==> src/rtl/pll_seq_consts.vh <==
// Register map, values and timing for the DAC clock synthesizer setup sequencer
`ifndef PLL_SEQ_CONSTS_VH
`define PLL_SEQ_CONSTS_VH

`define ADDR_SYNTH_BYPASS_SELECT 12'h095
`define ADDR_VCO_RATIO_SELECT 12'h094
`define ADDR_BYPASS_COMPANION_A 12'h790
`define ADDR_BYPASS_COMPANION_B 12'h791
`define ADDR_VCO_RESET 12'h792
`define ADDR_REFERENCE_PREDIVIDE_CFG 12'h793
`define ADDR_PUMP_CURRENT_CFG 12'h794
`define ADDR_SYNTH_TUNING_A 12'h796
`define ADDR_SYNTH_TUNING_B 12'h797
`define ADDR_SYNTH_TUNING_C 12'h798
`define ADDR_FEEDBACK_AND_OUTCLK_DIVIDE 12'h799
`define ADDR_SYNTH_TUNING_D 12'h7A0
`define ADDR_SYNTH_TUNING_E 12'h7A2
`define ADDR_LOCK_STATUS 12'h7B5

`define VAL_ZERO 8'h00
`define VAL_BYPASS_ON 8'h01
`define VAL_BYPASS_FILL 8'hFF
`define VAL_TUNING_A 8'hE5
`define VAL_TUNING_D 8'hBC
`define VAL_TUNING_B1 8'h10
`define VAL_TUNING_B2 8'h20
`define VAL_TUNING_C 8'h10
`define VAL_TUNING_E 8'h7F
`define VAL_VCO_RESET 8'h02
`define PREDIV_UPPER 6'h06
`define LOCK_BIT 0

`define PUMP_MIN 6'h04
`define PUMP_MAX 6'h10
`define FB_DIV_MIN 6'h02
`define FB_DIV_MAX 6'h32
`define PFD_MIN_MHZ 25
`define PFD_MAX_MHZ 770
`define PFD_MAX_MID_MHZ 225
`define VCO_MID_LO_MHZ 9960
`define VCO_MID_HI_MHZ 10870
`define FB_SCALE 8

`define CLK_KHZ 100000
`define PAUSE_MS 100
`define PAUSE_CYCLES (`PAUSE_MS * `CLK_KHZ)
`define SCLK_HALF_CYCLES 4

// Step table encoding
`define OP_WRITE 2'b00
`define OP_PAUSE 2'b01
`define OP_READ 2'b10
`define OP_END 2'b11
`define SEL_CONST 3'd0
`define SEL_BYP_FLAG 3'd1
`define SEL_BYP_FILL 3'd2
`define SEL_PUMP 3'd3
`define SEL_DIV799 3'd4
`define SEL_PRE793 3'd5
`define SEL_VCO094 3'd6
`define STEP_BYPASS_LAST 5'd2
`define STEP_COUNT 18
`define STEP_W 25

`endif

==> src/rtl/dac_pll_config_sequence.v <==
// Host sequencer that programs the DAC clock synthesizer over the serial port
`include "pll_seq_consts.vh"

// How it works
// - Bypass select written 0x00 or 0x01
// - Bypass: two more writes, then stop
// - Companion A gets 0xFF bypass, 0x00 otherwise
// - Companion B gets all ones bypass, else 0x00
// - Fixed tuning writes in order, wait 100 ms
// - Pump current six bits, 0x04 to 0x10
// - Feedback divider written to bits 5:0
// - Predivider upper bits kept at 0x06
// - Phase detector between 25 and 770 MHz
// - Mid VCO band limits detector to 225 MHz
// - Exactly one VCO ratio select set
// - VCO reset 0x02, 0x00, wait, check lock
module dac_pll_config_sequence #(
  parameter PAUSE_CYCLES = `PAUSE_CYCLES,
  parameter SCLK_HALF = `SCLK_HALF_CYCLES
) (
  // Clock and reset
  input wire i_sys_clk,
  input wire i_rst_n,
  // User command
  input wire i_start,
  input wire i_bypass,
  input wire [5:0] i_pump_current_setting,
  input wire [1:0] i_adc_div_code,
  input wire [5:0] i_fb_div,
  input wire [1:0] i_predivide_code,
  input wire i_vco_half_select,
  input wire i_vco_third_select,
  input wire [10:0] i_ref_mhz,
  // User status
  output reg o_busy,
  output reg o_done,
  output reg o_cfg_error,
  output reg o_lock_fail,
  output reg o_locked,
  // Serial control port
  output wire o_cs_n,
  output wire o_sclk,
  output wire o_sdio_out,
  output wire o_sdio_oe,
  input wire i_sdio_in
);

  localparam [5:0] S_IDLE = 6'b00_0001;
  localparam [5:0] S_FETCH = 6'b00_0010;
  localparam [5:0] S_DECODE = 6'b00_0100;
  localparam [5:0] S_XFER = 6'b00_1000;
  localparam [5:0] S_PAUSE = 6'b01_0000;
  localparam [5:0] S_FIN = 6'b10_0000;

  reg [5:0] state_reg;
  reg [5:0] state_next;
  reg [4:0] step_reg;
  reg [4:0] step_next;
  reg [31:0] pause_reg;
  reg [31:0] pause_next;
  reg go_reg;
  reg go_next;
  reg read_reg;
  reg read_next;
  reg [11:0] addr_reg;
  reg [11:0] addr_next;
  reg [7:0] wdata_reg;
  reg [7:0] wdata_next;
  reg bypass_reg;
  reg [5:0] pump_reg;
  reg [7:0] div799_reg;
  reg [7:0] pre793_reg;
  reg [7:0] vco094_reg;
  reg [7:0] byte_sel;

  wire [`STEP_W-1:0] rom_data;
  wire [1:0] rom_op;
  wire [11:0] rom_addr;
  wire [2:0] rom_sel;
  wire [7:0] rom_val;
  wire spi_ready;
  wire spi_done;
  wire [7:0] spi_rdata;

  assign rom_op = rom_data[24:23];
  assign rom_addr = rom_data[22:11];
  assign rom_sel = rom_data[10:8];
  assign rom_val = rom_data[7:0];

  // Product of a figure and the predivide ratio, both kept at 32 bits
  function [31:0] times_ratio;
    input [31:0] figure;
    input [1:0] code;
    begin
      times_ratio = figure * ({30'd0, code} + 32'd1);
    end
  endfunction

  // Inclusive range test on a six-bit field
  function in_range;
    input [5:0] value;
    input [5:0] low;
    input [5:0] high;
    begin
      in_range = (value >= low) && (value <= high);
    end
  endfunction

  // Parameter check done at start; the device accepts nonsense silently
  function cfg_legal;
    input [5:0] pump;
    input [5:0] fb;
    input [1:0] code;
    input half;
    input third;
    input [10:0] ref_mhz;
    reg [31:0] ref32;
    reg [31:0] vco_x_m;
    reg mid_band;
    begin
      ref32 = {21'd0, ref_mhz};
      vco_x_m = `FB_SCALE * {26'd0, fb} * ref32;
      mid_band = (vco_x_m >= times_ratio(`VCO_MID_LO_MHZ, code)) &&
        (vco_x_m <= times_ratio(`VCO_MID_HI_MHZ, code));
      cfg_legal = in_range(pump, `PUMP_MIN, `PUMP_MAX) &&
        in_range(fb, `FB_DIV_MIN, `FB_DIV_MAX) &&
        (half ^ third) &&
        (ref32 >= times_ratio(`PFD_MIN_MHZ, code)) &&
        (ref32 <= times_ratio(`PFD_MAX_MHZ, code)) &&
        (!mid_band || (ref32 <= times_ratio(`PFD_MAX_MID_MHZ, code)));
    end
  endfunction

  wire cfg_ok = i_bypass |
    cfg_legal(i_pump_current_setting, i_fb_div, i_predivide_code, i_vco_half_select,
    i_vco_third_select, i_ref_mhz);

  seq_step_rom u_rom (
    .i_sys_clk(i_sys_clk),
    .i_addr(step_reg),
    .o_data(rom_data)
  );

  spi_xact #(
    .HALF(SCLK_HALF)
  ) u_spi (
    .i_sys_clk(i_sys_clk),
    .i_rst_n(i_rst_n),
    .i_go(go_reg),
    .i_read(read_reg),
    .i_addr(addr_reg),
    .i_wdata(wdata_reg),
    .o_ready(spi_ready),
    .o_done(spi_done),
    .o_rdata(spi_rdata),
    .o_cs_n(o_cs_n),
    .o_sclk(o_sclk),
    .o_sdio_out(o_sdio_out),
    .o_sdio_oe(o_sdio_oe),
    .i_sdio_in(i_sdio_in)
  );

  // Data byte for the current step
  always @* begin
    case (rom_sel)
      `SEL_BYP_FLAG: byte_sel = bypass_reg ? `VAL_BYPASS_ON : `VAL_ZERO;
      `SEL_BYP_FILL: byte_sel = bypass_reg ? `VAL_BYPASS_FILL : `VAL_ZERO;
      `SEL_PUMP: byte_sel = {2'b00, pump_reg};
      `SEL_DIV799: byte_sel = div799_reg;
      `SEL_PRE793: byte_sel = pre793_reg;
      `SEL_VCO094: byte_sel = vco094_reg;
      default: byte_sel = rom_val;
    endcase
  end

  always @* begin
    state_next = state_reg;
    step_next = step_reg;
    pause_next = pause_reg;
    go_next = 1'b0;
    read_next = read_reg;
    addr_next = addr_reg;
    wdata_next = wdata_reg;
    case (state_reg)
      S_IDLE: begin
        step_next = 5'd0;
        if (i_start && cfg_ok) begin
          state_next = S_FETCH;
        end else if (i_start) begin
          state_next = S_FIN;
        end
      end
      S_FETCH: begin
        // Table read data lands one cycle after the step index
        state_next = S_DECODE;
      end
      S_DECODE: begin
        case (rom_op)
          `OP_WRITE, `OP_READ: begin
            if (spi_ready) begin
              go_next = 1'b1;
              read_next = (rom_op == `OP_READ);
              addr_next = rom_addr;
              wdata_next = byte_sel;
              state_next = S_XFER;
            end
          end
          `OP_PAUSE: begin
            pause_next = 32'd0;
            state_next = S_PAUSE;
          end
          default: state_next = S_FIN;
        endcase
      end
      S_XFER: begin
        if (spi_done) begin
          if (bypass_reg && step_reg == `STEP_BYPASS_LAST) begin
            state_next = S_FIN;
          end else begin
            step_next = step_reg + 5'd1;
            state_next = S_FETCH;
          end
        end
      end
      S_PAUSE: begin
        if (pause_reg == PAUSE_CYCLES - 1) begin
          step_next = step_reg + 5'd1;
          state_next = S_FETCH;
        end else begin
          pause_next = pause_reg + 32'd1;
        end
      end
      S_FIN: begin
        state_next = S_IDLE;
      end
      default: state_next = S_IDLE;
    endcase
  end

  always @(posedge i_sys_clk) begin
    if (!i_rst_n) begin
      state_reg <= S_IDLE;
      step_reg <= 5'd0;
      pause_reg <= 32'd0;
      go_reg <= 1'b0;
      read_reg <= 1'b0;
      addr_reg <= 12'h000;
      wdata_reg <= 8'h00;
    end else begin
      state_reg <= state_next;
      step_reg <= step_next;
      pause_reg <= pause_next;
      go_reg <= go_next;
      read_reg <= read_next;
      addr_reg <= addr_next;
      wdata_reg <= wdata_next;
    end
  end

  // Settings captured once so a mid-sequence change cannot mix values
  always @(posedge i_sys_clk) begin
    if (!i_rst_n) begin
      bypass_reg <= 1'b0;
      pump_reg <= 6'h00;
      div799_reg <= 8'h00;
      pre793_reg <= 8'h00;
      vco094_reg <= 8'h00;
    end else if (state_reg == S_IDLE && i_start) begin
      bypass_reg <= i_bypass;
      pump_reg <= i_pump_current_setting;
      div799_reg <= {i_adc_div_code, i_fb_div};
      pre793_reg <= {`PREDIV_UPPER, i_predivide_code};
      vco094_reg <= {6'h00, i_vco_third_select, i_vco_half_select};
    end
  end

  always @(posedge i_sys_clk) begin
    if (!i_rst_n) begin
      o_busy <= 1'b0;
      o_done <= 1'b0;
      o_cfg_error <= 1'b0;
      o_lock_fail <= 1'b0;
      o_locked <= 1'b0;
    end else begin
      o_done <= 1'b0;
      if (state_reg == S_IDLE && i_start) begin
        o_busy <= cfg_ok;
        o_cfg_error <= ~cfg_ok;
        o_lock_fail <= 1'b0;
        o_locked <= 1'b0;
      end
      if (state_reg == S_XFER && spi_done && read_reg) begin
        o_locked <= spi_rdata[`LOCK_BIT];
        o_lock_fail <= ~spi_rdata[`LOCK_BIT];
      end
      if (state_reg == S_FIN) begin
        o_busy <= 1'b0;
        o_done <= 1'b1;
      end
    end
  end

endmodule

==> src/rtl/seq_step_rom.v <==
// Step table of the synthesizer setup sequence with registered read data
`include "pll_seq_consts.vh"

module seq_step_rom (
  // Clock
  input wire i_sys_clk,
  // Read port
  input wire [4:0] i_addr,
  output reg [`STEP_W-1:0] o_data
);

  function [`STEP_W-1:0] step;
    input [1:0] op;
    input [11:0] addr;
    input [2:0] sel;
    input [7:0] val;
    begin
      step = {op, addr, sel, val};
    end
  endfunction

  always @(posedge i_sys_clk) begin
    case (i_addr)
      5'd0: o_data <= step(`OP_WRITE, `ADDR_SYNTH_BYPASS_SELECT, `SEL_BYP_FLAG, `VAL_ZERO);
      5'd1: o_data <= step(`OP_WRITE, `ADDR_BYPASS_COMPANION_A, `SEL_BYP_FILL, `VAL_ZERO);
      5'd2: o_data <= step(`OP_WRITE, `ADDR_BYPASS_COMPANION_B, `SEL_BYP_FILL, `VAL_ZERO);
      5'd3: o_data <= step(`OP_WRITE, `ADDR_SYNTH_TUNING_A, `SEL_CONST, `VAL_TUNING_A);
      5'd4: o_data <= step(`OP_WRITE, `ADDR_SYNTH_TUNING_D, `SEL_CONST, `VAL_TUNING_D);
      5'd5: o_data <= step(`OP_WRITE, `ADDR_PUMP_CURRENT_CFG, `SEL_PUMP, `VAL_ZERO);
      5'd6: o_data <= step(`OP_WRITE, `ADDR_SYNTH_TUNING_B, `SEL_CONST, `VAL_TUNING_B1);
      5'd7: o_data <= step(`OP_WRITE, `ADDR_SYNTH_TUNING_B, `SEL_CONST, `VAL_TUNING_B2);
      5'd8: o_data <= step(`OP_WRITE, `ADDR_SYNTH_TUNING_C, `SEL_CONST, `VAL_TUNING_C);
      5'd9: o_data <= step(`OP_WRITE, `ADDR_SYNTH_TUNING_E, `SEL_CONST, `VAL_TUNING_E);
      5'd10: o_data <= step(`OP_PAUSE, 12'h000, `SEL_CONST, `VAL_ZERO);
      5'd11: o_data <= step(`OP_WRITE, `ADDR_FEEDBACK_AND_OUTCLK_DIVIDE, `SEL_DIV799, `VAL_ZERO);
      5'd12: o_data <= step(`OP_WRITE, `ADDR_REFERENCE_PREDIVIDE_CFG, `SEL_PRE793, `VAL_ZERO);
      5'd13: o_data <= step(`OP_WRITE, `ADDR_VCO_RATIO_SELECT, `SEL_VCO094, `VAL_ZERO);
      5'd14: o_data <= step(`OP_WRITE, `ADDR_VCO_RESET, `SEL_CONST, `VAL_VCO_RESET);
      5'd15: o_data <= step(`OP_WRITE, `ADDR_VCO_RESET, `SEL_CONST, `VAL_ZERO);
      5'd16: o_data <= step(`OP_PAUSE, 12'h000, `SEL_CONST, `VAL_ZERO);
      5'd17: o_data <= step(`OP_READ, `ADDR_LOCK_STATUS, `SEL_CONST, `VAL_ZERO);
      default: o_data <= step(`OP_END, 12'h000, `SEL_CONST, `VAL_ZERO);
    endcase
  end

endmodule

==> src/rtl/spi_xact.v <==
// Serial control port master: one 24-bit write or read, 3-wire, mode 0
`include "pll_seq_consts.vh"

module spi_xact #(
  parameter HALF = `SCLK_HALF_CYCLES
) (
  // Clock and reset
  input wire i_sys_clk,
  input wire i_rst_n,
  // Request
  input wire i_go,
  input wire i_read,
  input wire [11:0] i_addr,
  input wire [7:0] i_wdata,
  output wire o_ready,
  output reg o_done,
  output reg [7:0] o_rdata,
  // Pins
  output reg o_cs_n,
  output reg o_sclk,
  output wire o_sdio_out,
  output reg o_sdio_oe,
  input wire i_sdio_in
);

  reg sdio_meta_reg;
  reg sdio_sync_reg;
  reg [23:0] shift_reg;
  reg [4:0] bit_reg;
  reg [7:0] div_reg;
  reg read_reg;

  assign o_ready = o_cs_n & ~i_go;
  assign o_sdio_out = shift_reg[23];

  always @(posedge i_sys_clk) begin
    sdio_meta_reg <= i_sdio_in;
    sdio_sync_reg <= sdio_meta_reg;
  end

  always @(posedge i_sys_clk) begin
    if (!i_rst_n) begin
      o_cs_n <= 1'b1;
      o_sclk <= 1'b0;
      o_sdio_oe <= 1'b0;
      o_done <= 1'b0;
      o_rdata <= 8'h00;
      shift_reg <= 24'h00_0000;
      bit_reg <= 5'd0;
      div_reg <= 8'h00;
      read_reg <= 1'b0;
    end else begin
      o_done <= 1'b0;
      if (o_cs_n) begin
        if (i_go) begin
          // Instruction: R/W bit, then 15-bit address, then data
          shift_reg <= {i_read, 3'b000, i_addr, i_wdata};
          read_reg <= i_read;
          o_cs_n <= 1'b0;
          o_sdio_oe <= 1'b1;
          bit_reg <= 5'd0;
          div_reg <= 8'h00;
        end
      end else if (div_reg != HALF[7:0] - 8'h01) begin
        div_reg <= div_reg + 8'h01;
      end else begin
        div_reg <= 8'h00;
        if (!o_sclk) begin
          // Sampled late in the low phase so the synchroniser delay is covered
          o_sclk <= 1'b1;
          o_rdata <= {o_rdata[6:0], sdio_sync_reg};
        end else begin
          o_sclk <= 1'b0;
          if (bit_reg == 5'd23) begin
            o_cs_n <= 1'b1;
            o_sdio_oe <= 1'b0;
            o_done <= 1'b1;
          end else begin
            bit_reg <= bit_reg + 5'd1;
            shift_reg <= {shift_reg[22:0], 1'b0};
            o_sdio_oe <= ~(read_reg && bit_reg >= 5'd15);
          end
        end
      end
    end
  end

endmodule

==> config.mk <==
export PLATFORM = sky130hd
export DESIGN_NAME = dac_pll_config_sequence
export DESIGN_NICKNAME = d
export VERILOG_FILES = /design/src/rtl/dac_pll_config_sequence.v /design/src/rtl/seq_step_rom.v /design/src/rtl/spi_xact.v
export VERILOG_INCLUDE_DIRS = /design/src /design/src/rtl
export SDC_FILE = /design/constraint.sdc
export NUM_CORES = 1
export LEC_CHECK = 0
export ABC_AREA = 1
export BUFFER_PORTS_ARGS = -buffer_cell sky130_fd_sc_hd__clkbuf_2
export CAP_MARGIN = 25
export CORE_ASPECT_RATIO = 0.7
export CORE_MARGIN = 2
export CORE_UTILIZATION = 55
export CTS_BUF_LIST = sky130_fd_sc_hd__clkbuf_8
export DETAILED_ROUTE_END_ITERATION = 10
export PLACE_DENSITY = 0.72
export SYNTH_ARGS = -nofsm -noshare
export SYNTH_HDL_FRONTEND = slang
export SYNTH_SLANG_ARGS = --single-unit
==> constraint.sdc <==
create_clock -name i_sys_clk -period 6.3 [get_ports i_sys_clk]
set_clock_uncertainty 0.2 [all_clocks]
set_input_delay 0.945 -clock i_sys_clk [delete_from_list [all_inputs] [get_ports i_sys_clk]]
set_output_delay 0.945 -clock i_sys_clk [all_outputs]
set_load 0.05 [all_outputs]
==> summary.md <==
| Metric | Value |
|---|---|
| Clock Sinks | `151` |
| First-pass GRT wire length | `45690 µm` |
| Global-route usage over all layers | `27.72%` |
| Dominant cell type by area after synthesis | `dfxtp_1` |
| Post-synth net total | `1706` |
| Combinational share of power | `41.7%` |
| CP bufs+invs | `4` |
| Post-synth EDFFs | `0` |
| Commonest cells post-synth | `350 x nand2_1, 247 x inv_1, 151 x dfxtp_1` |
| Largest net degree at the start of global routing | `62` |
| R2R depth | `9` |
| RSZ-0062 raised after global routing | `no` |
| Hold path cells | `0` |
| Hold Path End | `u_spi.sdio_sync_reg$_DFF_P_` |
| Count of final setup violators | `0` |
| DRC viols | `0` |
| PwrDens | `270.0 nW/µm²` |
| Startpoint type of the worst setup path | `primary input` |
| Register area | `3023 µm²` |
| Dominant cell by count in the synthesized netlist | `nand2_1` |
| Max-cap violation count | `0` |
| Later-pin clock latency in the skew report | `0.46 ns` |
| R2r startpoint | `u_spi.o_cs_n$_SDFF_PN1_` |
| I/O Pins | `43` |
| Post-cts resize count | `0` |
| Vert. Die Dim | `120.7 µm` |
| Area Growth Syn to Fin | `6.926%` |
| Fraction of layout cells with a size suffix above 1 | `6.544%` |
| RD Place Congestion | `0.9669` |
| Worst-path clk slew | `0.08 ns` |
| Min-delay worst type | `reg2reg` |
| Crit-path max cell delay | `0.56 ns` |
| Sequential Power Share | `35.0%` |
| Top post-synthesis cells by area | `dfxtp_1 28%, nand2_1 12%, ha_1 11%` |
| Synth top area share | `28.26%` |
| Routed length per instance | `14.89 µm` |
| WS Path Type | `in2reg` |
| P_int | `1812 µW` |
| Initial antenna violation count | `0` |
| Post-detail-place hpwl | `20970 µm` |
| CTS buffer count | `17` |
| CTS Hold Bufs | `0` |
| Worst reg2reg setup slack | `2.37 ns` |
| Yosys Warn Count | `0` |
| IO Port Bufs | `42` |
| Share of the clock period used by the worst path | `89.44%` |
| Initial core utilization | `56.38%` |
| Placed cell count | `1806` |
| Synth Register Bits | `151` |
| Slowest CP cell | `fa_1` |
| Routed Antenna Nets | `0` |
| Largest register FFs | `32` |
| Setup_tns | `0 ns` |
| Crit end category | `flop` |
| Iter 0 DRT Violations | `796` |
| Switching pwr | `1276 µW` |
| Leak | `0.005330 µW` |
| Critical path peak fanout | `13` |
| Vias | `9913` |
| Final count of pins violating max slew | `0` |
| Seq/Total Area, Yosys | `28.26%` |
| Cell Area, Synth | `10700 µm²` |
| Top Family by Delay on Critical Path | `adder cells` |
| Final Hold Fails | `0` |
| Routed Wire Length | `27370 µm` |
| Synthesized area per cell | `6.931 µm²` |
| Via/cell ratio | `5.393` |
| Final std cells w/o fill | `1838` |
| Setup Fix Bufs, Post-CTS | `0` |
| Area occupied by multi-input gates | `6510 µm²` |
| Sw Share | `41.33%` |
| Drt pass-1 iters | `7` |
| Crit. path cell count | `31` |
| Core area | `18970 µm²` |
| Hold Startpoint | `u_spi.sdio_meta_reg$_DFF_P_` |
| Outcome | `completed` |
| # H-tree levels | `4` |
| Synth Flop Type | `dfxtp_1` |
| Die Area | `20600 µm²` |
| Critical Path RT | `6.41 ns` |
| Vias in the first global route | `9078` |
| VDD IR max | `0.1432 mV` |
| CTS tree | `yes` |
| Root Driver | `clkbuf_8` |
| Crit-path most repeated cell | `nand2_1` |
| Worst slew margin | `32.40%` |
| Total global routing overflow | `0` |
| Tmin final | `5.635 ns` |
| R2r endpoint | `u_spi.bit_reg[4]$_SDFFE_PN0P_` |
| FFs w/ async S/R, synth | `0%` |
| Die width | `170.7 µm` |
| FILL cells | `1827` |
| WP data arrival | `5.75 ns` |
| Max Root-Sink Buffers | `2` |
| Clk pwr share | `23.3%` |
| Cells after synthesis | `1543` |
| Worst Max-Slew Pin Slew | `1.013 ns` |
| FP Rows | `42` |
| Yosys cell types | `56` |
| Fin nets | `1724` |
| Antenna diodes | `0` |
| Maximum clock rate | `177.5 MHz` |
[worst register-to-register path: stages (launching register included)]
cell     delay (ns)
dfxtp_1        1.00
inv_1          0.77
nor2_2         0.58
inv_1          0.22
o21ai_0        0.16
nor2_2         0.07
buf_4          0.26
inv_1          0.35
o21ai_0        0.13
a21oi_1        0.14
[cell usage in the layout, fill, tap and decap left out, drive strengths merged, types with 4 or more instances in the layout]
cell,n
o22ai,5
a21oi,112
ha,92
o21ai,82
nand3,76
buf,5
nor3,46
nor2,138
nor4,21
clkinvlp,4
xnor2,11
nand2,354
nand4,27
a211oi,9
inv,258
or2,7
a31oi,22
xor2,19
dfxtp,151
fa,37
clkinv,4
nand3b,4
o211ai,5
clkbuf,60
[area by class of cell]
| class | instances | area share [%] |
|---|---|---|
| Tap cell | 264 | 2.888 |
| Clock buffer | 18 | 2.166 |
| Inverter | 253 | 8.315 |
| Clock inverter | 14 | 1.105 |
| Sequential cell | 151 | 26.43 |
| Timing Repair Buffer | 47 | 2.166 |
| Multi-Input combinational cell | 1091 | 56.93 |
[through the flow]
| stage | hold WS (ns) | area, µm² | total power [µW] | utilization (%) | setup slack, ns |
|---|---|---|---|---|---|
| final | 0.1320 | 11440 | 3088 | 60.28 | 0.6654 |
| after global routing | 0.1500 | 11440 | 3323 | 60.28 | 0.2989 |
| after CTS | 0.1341 | 11440 | 3071 | 60.28 | 0.7843 |
| after detailed placement | 0.1136 | 11060 | 2352 | 58.31 | 0.3183 |
| after global placement | 0.1105 | 11060 | 2330 | 58.31 | 0.4756 |
| after floorplan | 0.1096 | 10700 | 2034 | - | 0.8532 |
[cells by family after synthesis]
kind of cell	after synthesis	synth area share, %
AND/OR/NAND/NOR	677	27.40
AO/OA/AOI/OAI	255	13.30
adder cells (fa/ha/maj)	129	17.69
XOR/XNOR	30	2.457
buffers and inverters	301	10.89
flip-flops	151	28.26
[how the worst max path moves through the flow]
stage / startpoint / to
floorplan: i_fb_div[5] / state_reg[1]$_SDFFE_PN0P_
global placement: i_fb_div[5] / state_reg[1]$_SDFFE_PN0P_
detailed placement: i_fb_div[5] / state_reg[1]$_SDFFE_PN0P_
CTS: i_fb_div[5] / state_reg[1]$_SDFFE_PN0P_
global route: i_fb_div[5] / state_reg[1]$_SDFFE_PN0P_
finish: i_fb_div[5] / state_reg[1]$_SDFFE_PN0P_
[routing by layer]
metal / vias to the layer above / share of wire (%) / global-route usage (%)
met4: 0 / 1.1 / 5.876
met1: 4493 / 51 / 42.68
li1: 5045 / - / -
met2: 347 / 39 / 38.44
met3: 28 / 9.2 / 7.005
met5: - / 0 / 0
[power by group through the flow]
stage	registers (µW)	logic (µW)	clock network, µW
floorplan	1110	928	0
global route	1090	1460	773
finish	1080	1290	720
global placement	1100	1230	0
CTS	1080	1260	733
detailed placement	1100	1250	0
Power figures use the tool's default switching activity.
